==> config.mk <==
export PLATFORM = sky130hd
export DESIGN_NAME = lsfc_host
export DESIGN_NICKNAME = d
export VERILOG_FILES = /design/src/hw/lsfc_pkg.sv /design/src/hw/lsfc_host.sv
export SDC_FILE = /design/constraint.sdc
export NUM_CORES = 1
export LEC_CHECK = 0
export BUFFER_PORTS_ARGS = -buffer_cell sky130_fd_sc_hd__buf_2
export CORE_MARGIN = 10
export CORE_UTILIZATION = 61
export CTS_CLUSTER_DIAMETER = 40
export DETAILED_ROUTE_END_ITERATION = 12
export PLACE_DENSITY_LB_ADDON = 0.05
export SYNTH_ARGS = -nofsm -noshare
export SYNTH_HDL_FRONTEND = slang
export SYNTH_SLANG_ARGS = --single-unit
==> constraint.sdc <==
create_clock -name clock -period 3.11 [get_ports clock]
set_input_delay 0.4665 -clock clock [delete_from_list [all_inputs] [get_ports clock]]
set_output_delay 0.4665 -clock clock [all_outputs]
set_load 0.01 [all_outputs]
==> src/hw/lsfc_pkg.sv <==
// Shared constants and types for the LIN slave frame host controller.
// Assumes a LIN slave core with an 8-bit register port answering reads one cycle later.
package lsfc_pkg;
  // Clock and bit timing set-up, rounded down as the core expects
  localparam int CLK_HZ     = 200_000_000;
  localparam int BIT_HZ     = 20_000;
  localparam int PRESCL_VAL = $clog2(CLK_HZ / (BIT_HZ * 200) + 1) - 1;
  localparam int BTDIV_VAL  = CLK_HZ / ((2 ** PRESCL_VAL) * BIT_HZ);
  localparam logic [7:0] BTLO_VAL = 8'(BTDIV_VAL % 256);
  localparam logic [7:0] BTHI_VAL = 8'((PRESCL_VAL % 4) * 2 + (BTDIV_VAL / 256) % 2);

  // Device register offsets
  localparam logic [4:0] D_DATA = 5'h00,
                         D_CTRL = 5'h08,
                         D_STAT = 5'h09,
                         D_ERR  = 5'h0A,
                         D_DLEN = 5'h0B,
                         D_ID   = 5'h0C,
                         D_BTLO = 5'h0D,
                         D_BTHI = 5'h0E,
                         D_TIME = 5'h0F,
                         D_SW   = 5'h10;
  // Device control masks
  localparam logic [7:0] CM_DIR   = 8'h01,
                         CM_ACK   = 8'h02,
                         CM_STOP  = 8'h04,
                         CM_SLEEP = 8'h08,
                         CM_WAKE  = 8'h10,
                         CM_RSTI  = 8'h20,
                         CM_RSTE  = 8'h40;
  // Device status bit positions
  localparam int S_DONE = 0;
  localparam int S_HDR  = 1;
  localparam int S_ERR  = 2;
  localparam int S_WAKE = 3;
  localparam int S_IDLE = 4;
  localparam int L_CHK  = 7;
  localparam logic [3:0] LEN_AUTO = 4'hF;

  // Host register offsets
  localparam logic [3:0] H_CTRL = 4'h0,
                         H_TXID = 4'h1,
                         H_RXID = 4'h2,
                         H_TIME = 4'h3,
                         H_STAT = 4'h4,
                         H_ERR  = 4'h5,
                         H_ID   = 4'h6;
  localparam int HC_INIT  = 0;
  localparam int HC_WAKE  = 1;
  localparam int HC_SLEEP = 2;
  localparam int HC_PASS  = 3;
  localparam int HC_CHK   = 4;
  localparam logic [5:0] TXID_RST = 6'h00;
  localparam logic [5:0] RXID_RST = 6'h01;
  localparam logic [3:0] TIME_RST = 4'h0;

  typedef struct packed {
    logic [4:0] addr;
    logic [7:0] wdata;
    logic       wr;
    logic       rd;
  } lsfc_dev_req_t;

  typedef enum {ST_IDLE, ST_BT2, ST_BT3, ST_EVAL, ST_GETID, ST_LOAD, ST_DLEN, ST_ACK,
                ST_GETERR, ST_RDDATA, ST_GETDATA, ST_CLEAR, ST_WAIT} lsfc_state_t;
endpackage

==> src/hw/lsfc_host.sv <==
// Host controller that services a LIN slave core through its register port.
// Assumes the core holds its interrupt as a level until the clear command is written.
// Notes on behaviour
// RULE1: Load bit timing before any traffic
// RULE2: Core syncs to header from master
// RULE3: Core interrupts on id, wake, error, done
// RULE4: Header flag set; identifier then readable
// RULE5: Direction bit: 1 transmit, 0 receive
// RULE6: Write length and checksum kind; 1111b auto
// RULE7: Transmit setup finished within response space
// RULE8: Receive acknowledge before first data byte
// RULE9: Unknown identifier: write stop, not acknowledge
// RULE10: Wake unanswered 150ms sets timeout and wake
// RULE11: Check wake before completion flag
// RULE12: Completion set; receive bytes then readable
// RULE13: Clear interrupt and errors ending service
// RULE14: Sleep frame decoded: set sleep bit
// RULE15: Idle timeout sets sleep and idle flags
// RULE16: Wake report: clear sleep bit
// RULE17: Sleep bit zero ignores dominant wake
// RULE18: Wake command makes core send wake
// RULE19: Wake repeat timeout flags error, interrupts
// RULE20: Mismatch or timeouts abandon frame, interrupt
// RULE21: No frame or wake while error set
// RULE22: Pass switch joins upstream and downstream
// RULE23: Idle select maps to 4..10 seconds
// RULE24: Wake select maps to 180..240 ms
// RULE25: Auto length from identifier bits 5:4
// RULE26: Interrupt stays high until cleared
//
// Chosen here: strobed register access and the placing of the registers.
`timescale 1ns/100ps
module lsfc_host
  import lsfc_pkg::*;
(
  input  logic          clock,
  input  logic          reset,
  input  logic [3:0]    swAddr,
  input  logic [7:0]    swWdata,
  input  logic          swWr,
  input  logic          swRd,
  output logic [7:0]    swRdata,
  output lsfc_dev_req_t devReq,
  input  logic [7:0]    devRdata,
  input  logic          devIrq
);
  lsfc_state_t stReg;
  logic [2:0]  idxReg;
  logic        dirReg;
  logic        lastRxReg;
  logic        sleepReg;
  logic        devErrReg;
  logic        initPend;
  logic        wakePend;
  logic        sleepPend;
  logic        passPend;
  logic        passReg;
  logic        chkReg;
  logic [5:0]  idReg;
  logic [5:0]  txIdReg;
  logic [5:0]  rxIdReg;
  logic [3:0]  timeReg;
  logic [7:0]  errCodeReg;
  logic [7:0]  statReg;
  logic [2:0]  evReg;
  logic [2:0]  flagsReg;
  logic [7:0]  txBuf [8];
  logic [7:0]  rxBuf [8];
  logic [7:0]  sleepBits;
  logic        ctrlWr;
  logic [4:0]  dataAddr;

  function automatic lsfc_dev_req_t devWrite(logic [4:0] a, logic [7:0] d);
    return '{addr: a, wdata: d, wr: 1'b1, rd: 1'b0};
  endfunction

  function automatic lsfc_dev_req_t devRead(logic [4:0] a);
    return '{addr: a, wdata: 8'h00, wr: 1'b0, rd: 1'b1};
  endfunction

  // Every control write repeats the sleep state so no write wakes the node by accident
  assign sleepBits = sleepReg ? CM_SLEEP : 8'h00; // RULE17
  assign ctrlWr    = swWr && (swAddr == H_CTRL);
  assign dataAddr  = D_DATA + {2'h0, idxReg};

  // Service sequencer: one device access per cycle, reads answered in the next
  always_ff @(posedge clock or posedge reset) begin
    if (reset) begin
      stReg      <= ST_IDLE;
      devReq     <= '0;
      idxReg     <= '0;
      dirReg     <= 1'b0;
      lastRxReg  <= 1'b0;
      sleepReg   <= 1'b0;
      devErrReg  <= 1'b0;
      initPend   <= 1'b0;
      wakePend   <= 1'b0;
      sleepPend  <= 1'b0;
      passPend   <= 1'b0;
      passReg    <= 1'b0;
      idReg      <= '0;
      errCodeReg <= '0;
      statReg    <= '0;
      evReg      <= '0;
    end else begin
      devReq.wr <= 1'b0;
      devReq.rd <= 1'b0;
      evReg     <= '0;
      case (stReg)
        ST_IDLE: begin
          if (devIrq) begin
            devReq <= devRead(D_STAT); // RULE3
            stReg  <= ST_EVAL;
          end else if (initPend) begin
            initPend <= 1'b0;
            devReq   <= devWrite(D_BTLO, BTLO_VAL); // RULE1
            stReg    <= ST_BT2;
          end else if (passPend) begin
            passPend <= 1'b0;
            devReq   <= devWrite(D_SW, {7'h00, passReg}); // RULE22
          end else if (sleepPend) begin
            sleepPend <= 1'b0;
            sleepReg  <= 1'b1;
            devReq    <= devWrite(D_CTRL, CM_SLEEP); // RULE14
          end else if (wakePend && !devErrReg) begin
            // A wake asked for during an error waits until the flags are cleared
            wakePend <= 1'b0;
            devReq   <= devWrite(D_CTRL, sleepBits | CM_WAKE); // RULE18 RULE21
          end
        end
        ST_BT2: begin
          devReq <= devWrite(D_BTHI, BTHI_VAL); // RULE1
          stReg  <= ST_BT3;
        end
        ST_BT3: begin
          devReq <= devWrite(D_TIME, {4'h0, timeReg}); // RULE23 RULE24
          stReg  <= ST_IDLE;
        end
        ST_EVAL: begin
          statReg <= devRdata;
          if (devRdata[S_HDR]) begin
            devReq <= devRead(D_ID); // RULE4
            stReg  <= ST_GETID;
          end else if (devRdata[S_ERR]) begin
            devReq <= devRead(D_ERR); // RULE20
            stReg  <= ST_GETERR;
          end else if (devRdata[S_IDLE]) begin
            sleepReg <= 1'b1; // RULE15
            stReg    <= ST_CLEAR;
          end else if (devRdata[S_WAKE]) begin
            // Wake is looked at before completion, and the clear after a wake also drops the completion
            sleepReg <= 1'b0; // RULE11 RULE16
            evReg[2] <= 1'b1;
            devReq   <= devWrite(D_CTRL, 8'h00);
            stReg    <= ST_CLEAR;
          end else if (devRdata[S_DONE] && lastRxReg) begin
            idxReg <= '0; // RULE12
            stReg  <= ST_RDDATA;
          end else begin
            stReg <= ST_CLEAR;
          end
        end
        ST_GETID: begin
          idReg  <= devRdata[5:0];
          idxReg <= '0;
          if (devRdata[5:0] == txIdReg) begin
            dirReg <= 1'b1; // RULE5
            stReg  <= ST_LOAD;
          end else if (devRdata[5:0] == rxIdReg) begin
            dirReg <= 1'b0; // RULE5
            stReg  <= ST_DLEN;
          end else begin
            devReq <= devWrite(D_CTRL, sleepBits | CM_STOP); // RULE9
            stReg  <= ST_CLEAR;
          end
        end
        ST_LOAD: begin
          devReq <= devWrite(dataAddr, txBuf[idxReg]);
          idxReg <= idxReg + 3'h1;
          if (idxReg == 3'h7) begin
            stReg <= ST_DLEN;
          end
        end
        ST_DLEN: begin
          devReq <= devWrite(D_DLEN, {chkReg, 3'h0, LEN_AUTO}); // RULE6 RULE25
          stReg  <= ST_ACK;
        end
        ST_ACK: begin
          // Acknowledge comes last, a few cycles after the header, well inside the response space
          devReq    <= devWrite(D_CTRL, sleepBits | CM_ACK | (dirReg ? CM_DIR : 8'h00)); // RULE7 RULE8
          lastRxReg <= !dirReg;
          stReg     <= ST_CLEAR;
        end
        ST_GETERR: begin
          errCodeReg <= devRdata;
          devErrReg  <= 1'b1; // RULE21
          evReg[1]   <= 1'b1;
          evReg[2]   <= statReg[S_WAKE]; // RULE10 RULE19
          stReg      <= ST_CLEAR;
        end
        ST_RDDATA: begin
          devReq <= devRead(dataAddr);
          stReg  <= ST_GETDATA;
        end
        ST_GETDATA: begin
          idxReg <= idxReg + 3'h1;
          if (idxReg == 3'h7) begin
            evReg[0]  <= 1'b1; // RULE12
            lastRxReg <= 1'b0;
            stReg     <= ST_CLEAR;
          end else begin
            stReg <= ST_RDDATA;
          end
        end
        ST_CLEAR: begin
          devReq    <= devWrite(D_CTRL, sleepBits | CM_RSTI | CM_RSTE); // RULE13 RULE26
          devErrReg <= 1'b0;
          stReg     <= ST_WAIT;
        end
        ST_WAIT: begin
          stReg <= ST_IDLE; // Gives the core a cycle to drop its request
        end
        default: begin
          stReg <= ST_IDLE;
        end
      endcase
      // Orders from software come last so a new order beats a same-cycle consume
      if (ctrlWr) begin
        if (swWdata[HC_INIT]) initPend <= 1'b1;
        if (swWdata[HC_WAKE]) wakePend <= 1'b1;
        if (swWdata[HC_SLEEP]) sleepPend <= 1'b1;
        if (swWdata[HC_PASS] != passReg) passPend <= 1'b1;
        passReg <= swWdata[HC_PASS];
      end
    end
  end

  // Received bytes; no reset, contents valid only after a completion
  always_ff @(posedge clock) begin
    if (stReg == ST_GETDATA) begin
      rxBuf[idxReg] <= devRdata;
    end
  end

  // Transmit bytes written by software
  always_ff @(posedge clock) begin
    if (swWr && swAddr[3]) begin
      txBuf[swAddr[2:0]] <= swWdata;
    end
  end

  // Software settings and sticky events; a set beats a clear in the same cycle
  always_ff @(posedge clock or posedge reset) begin
    if (reset) begin
      chkReg   <= 1'b0;
      txIdReg  <= TXID_RST;
      rxIdReg  <= RXID_RST;
      timeReg  <= TIME_RST;
      flagsReg <= '0;
    end else begin
      if (ctrlWr) chkReg <= swWdata[HC_CHK];
      if (swWr && swAddr == H_TXID) txIdReg <= swWdata[5:0];
      if (swWr && swAddr == H_RXID) rxIdReg <= swWdata[5:0];
      if (swWr && swAddr == H_TIME) timeReg <= swWdata[3:0];
      flagsReg <= (flagsReg & ~((swWr && swAddr == H_STAT) ? swWdata[2:0] : 3'h0)) | evReg;
    end
  end

  // Read data stand only in the cycle after the strobe
  always_ff @(posedge clock or posedge reset) begin
    if (reset) begin
      swRdata <= '0;
    end else if (!swRd) begin
      swRdata <= '0;
    end else if (swAddr[3]) begin
      swRdata <= rxBuf[swAddr[2:0]];
    end else begin
      case (swAddr)
        H_CTRL:  swRdata <= {3'h0, chkReg, passReg, 3'h0};
        H_TXID:  swRdata <= {2'h0, txIdReg};
        H_RXID:  swRdata <= {2'h0, rxIdReg};
        H_TIME:  swRdata <= {4'h0, timeReg};
        H_STAT:  swRdata <= {3'h0, stReg != ST_IDLE, sleepReg, flagsReg};
        H_ERR:   swRdata <= errCodeReg;
        H_ID:    swRdata <= {2'h0, idReg};
        default: swRdata <= '0;
      endcase
    end
  end
endmodule // lsfc_host

==> impl_metrics.yaml <==
sta:
  final.min_clock_period_ns: 2.65
  clock_skew_ns: 0.0272
  tightest_slew_ns: 0.928
  setup_violations: 0
  relSlewSlack_pct: 38.1
  rsz0062_at_grt: "no"
  fin_crit_sh_pct: 85.4
  final_max_slew_viol_count: 0
  holdWs_ns: 0.0295
  fmax_mhz: 377
  hold_viol: 0
  fin_setup_tns_ns: 0
route:
  wire_per_inst_um: 24.4
  drcViolationCount: 0
  vias: 5740
  final_antenna_net_count: 0
  dr.pass1.iters: 8
  wirelength_mm: 21.7
  first_iter_violations: 755
  vias_per_cell: 6.43
die:
  coreArea_um2: 14500
  fp.dieW_um: 141
  die_y_um: 141
  io_pins: 48
  rows: 44
  start_util_pct: 62.2
  fp.dieArea_um2: 20000
synth:
  ys_async_sr_fraction_pct: 37.6
  synthDistinctLibCells: 66
  syn-instance-count: 619
  synth_edf_count: 128
  syn-cell-area_um2: 9000
  yosysWarnings: 0
  syn_nets: 646
  synth_flop_cell: "edfxtp_1"
  ys_seq_area_share_pct: 64.1
  synth-seq-cells: 205
  syn_avg_cell_area_um2: 14.5
layout:
  fin_nets: 714
  register_area_um2: 5770
  syn2layout_area_growth_pct: 15.8
  multiInputGateArea_um2: 3000
  fin_util_pct: 71.9
  n_antenna_cell: 0
  drive_gt1_share_pct: 28.2
  fill_cells: 921
setup_path:
  worstPathArrival_ns: 3.06
  start_kind: "register"
  cp-end-kind: "register"
  worstPathMaxFanout: 29
  required_ns: 3.51
  path_class: "reg2reg"
pwr:
  power_leakage_nw: 4.03
  switching_share_pct: 31.0
  power_frac_clock_pct: 34.0
  power.internal_mw: 6.12
  seqPwrFrac_pct: 42.0
  vdd_drop_max_uv: 599
  pwr-share-comb_pct: 24.0
  p_switching_mw: 2.75
  power_density_nw_per_um2: 852
clock_tree:
  clk_pin_slew_ns: 0.06
  ctsResizeCount: 0
  h-tree-depth: 1
  tritoncts.num_buffers: 27
  worstSkewPairLatency_ns: 0.54
  tritoncts: "yes"
  cts_buffer_depth: 3
  cts_sinks: 205
  cts_setup_buffers: 0
  hold_buffers: 0
  cts_root_buf: "clkbuf_16"
global_routing:
  grt_pass1_vias: 5730
  grt_remaining_overflow: 0
  grt_pass1_wl_mm: 33.7
  antenna_found_initial: 0
  track_usage_pct: 21.6
  grt_max_degree: 42
min_path:
  hp-class: "in2async"
run_status:
  status: "completed"
place:
  gp_congestion: 1.01
  io_buffers: 47
  dp_hpwl_mm: 14.5
job:
  max-cap-violations: 0
[power by group through the flow]
stage	logic (mW)	registers [mW]	clock network [mW]
6_report	2.13	3.73	3.01
4_1_cts	2.12	3.72	3.06
2_1_floorplan	1.64	3.57	0
5_1_grt	2.31	3.77	3.20
3_5_place_dp	2.10	3.76	0
3_3_place_gp	2.06	3.74	0
[stage by stage]
step           std cells  setup slack [ns]  power, mW  area, um2
2_1_floorplan        619             0.642       5.20       9000
3_3_place_gp         842             0.675       5.81       9510
3_5_place_dp         842             0.614       5.86       9510
4_1_cts              892             0.574       8.90      10400
5_1_grt              892             0.376       9.28      10400
6_report             892             0.455       8.87      10400
[worst paths after layout]
path | startpoint | to | slack, ns | depth (start not counted)
max | stReg[3] | devReq[4] | 0.46 | 5
min | reset | swRdata[5] | 0.03 | 2
max reg2reg | stReg[3] | devReq[4] | 0.46 | 5
min reg2reg | evReg[1] | flagsReg[1] | 0.43 | 1
max in group asynchronous | reset | devReq[3] | 2.32 | 3
min in group clock | swWdata[6] | txBuf[2][6] | 0.20 | 1
[cells in the mapped netlist (all sizes together) (6+ instances only)]
cell type | count | share of area [%]
a21o | 7 | 0.58
nor2b | 15 | 1.0
nor2 | 44 | 1.9
a22oi | 8 | 0.72
dfrtp | 76 | 21
mux2i | 16 | 1.8
edfxtp | 128 | 43
a22o | 7 | 0.68
a21oi | 16 | 0.89
inv | 11 | 0.46
clkbuf | 16 | 0.67
o21ai | 19 | 1.1
mux2 | 34 | 4.3
o22ai | 10 | 0.70
nor3 | 12 | 0.67
buf | 22 | 1.3
xnor2 | 8 | 0.78
nand2b | 8 | 0.56
xor2 | 6 | 0.58
nand2 | 43 | 1.8
mux4 | 34 | 8.5
[worst max-delay path, cell delays in order (launching register included)]
cell and delay [ns]:
dfrtp_1 0.94, nor2_1 0.23, nand4b_1 0.23, o221ai_1 0.18
a211o_1 0.48, a2111o_1 0.47
[cells by family (layout without fill, tap and decap cells)]
| family | Yosys count | after routing | synth area share, % |
|---|---|---|---|
| flops | 205 | 205 | 64.1 |
| compound gates | 107 | 107 | 8.36 |
| buf+inv | 50 | 139 | 2.47 |
| fa+ha+maj | 4 | 4 | 0.501 |
| mux | 84 | 84 | 14.5 |
| xor+xnor | 14 | 14 | 1.36 |
| simple gates | 155 | 155 | 8.62 |
[layout by cell type, fill, tap and decap left out, drive strengths merged, types with 3 or more instances in the layout]
| cell | n |
|---|---|
| nor2 | 44 |
| a21o | 7 |
| a221o | 4 |
| inv | 14 |
| nand3b | 5 |
| o22ai | 10 |
| clkbuf | 32 |
| nand2 | 43 |
| mux4 | 34 |
| nor2b | 15 |
| a31oi | 4 |
| mux2i | 16 |
| o21ai | 19 |
| mux2 | 34 |
| nor4b | 4 |
| a211oi | 5 |
| and2 | 4 |
| buf | 77 |
| nand3 | 4 |
| clkinv | 10 |
| nand2b | 8 |
| edfxtp | 128 |
| a21boi | 3 |
| dfrtp | 76 |
| o211ai | 3 |
| a22o | 7 |
| nor3 | 12 |
| clkinvlp | 4 |
| xnor2 | 8 |
| a22oi | 8 |
| or2 | 3 |
| a21oi | 16 |
| xor2 | 6 |
[cell type report]
| cell class | count | area share, % |
|---|---|---|
| sequential | 205 | 55.4 |
| multi-input combinational | 364 | 28.8 |
| clock buffer | 32 | 6.86 |
| timing repair buffer | 77 | 4.42 |
| tap | 184 | 2.21 |
| clock inverter | 18 | 1.81 |
| inverter | 12 | 0.444 |
[per-layer routing]
layer	global-route usage (%)	vias to the layer above	part of all wire, %
met5	0	-	0
met4	6.78	0	3.1
met3	4.04	50	7.1
met2	34.3	287	48
met1	29.8	2888	41
li1	-	2515	-
[flip-flops by register name, indices dropped and copies added (netlist names)]
register and cells:
devErrReg 1, statReg 1, initPend 1, chkReg 1, txBuf 64, lastRxReg 1, rxBuf 64, swRdata 8
passPend 1, evReg 3, timeReg 4, sleepReg 1, idxReg 3, flagsReg 3, rxIdReg 6, idReg 6
dirReg 1, stReg 4, errCodeReg 8, wakePend 1, devReq 15, txIdReg 6, passReg 1, sleepPend 1
(Power assumes the default switching activity.)
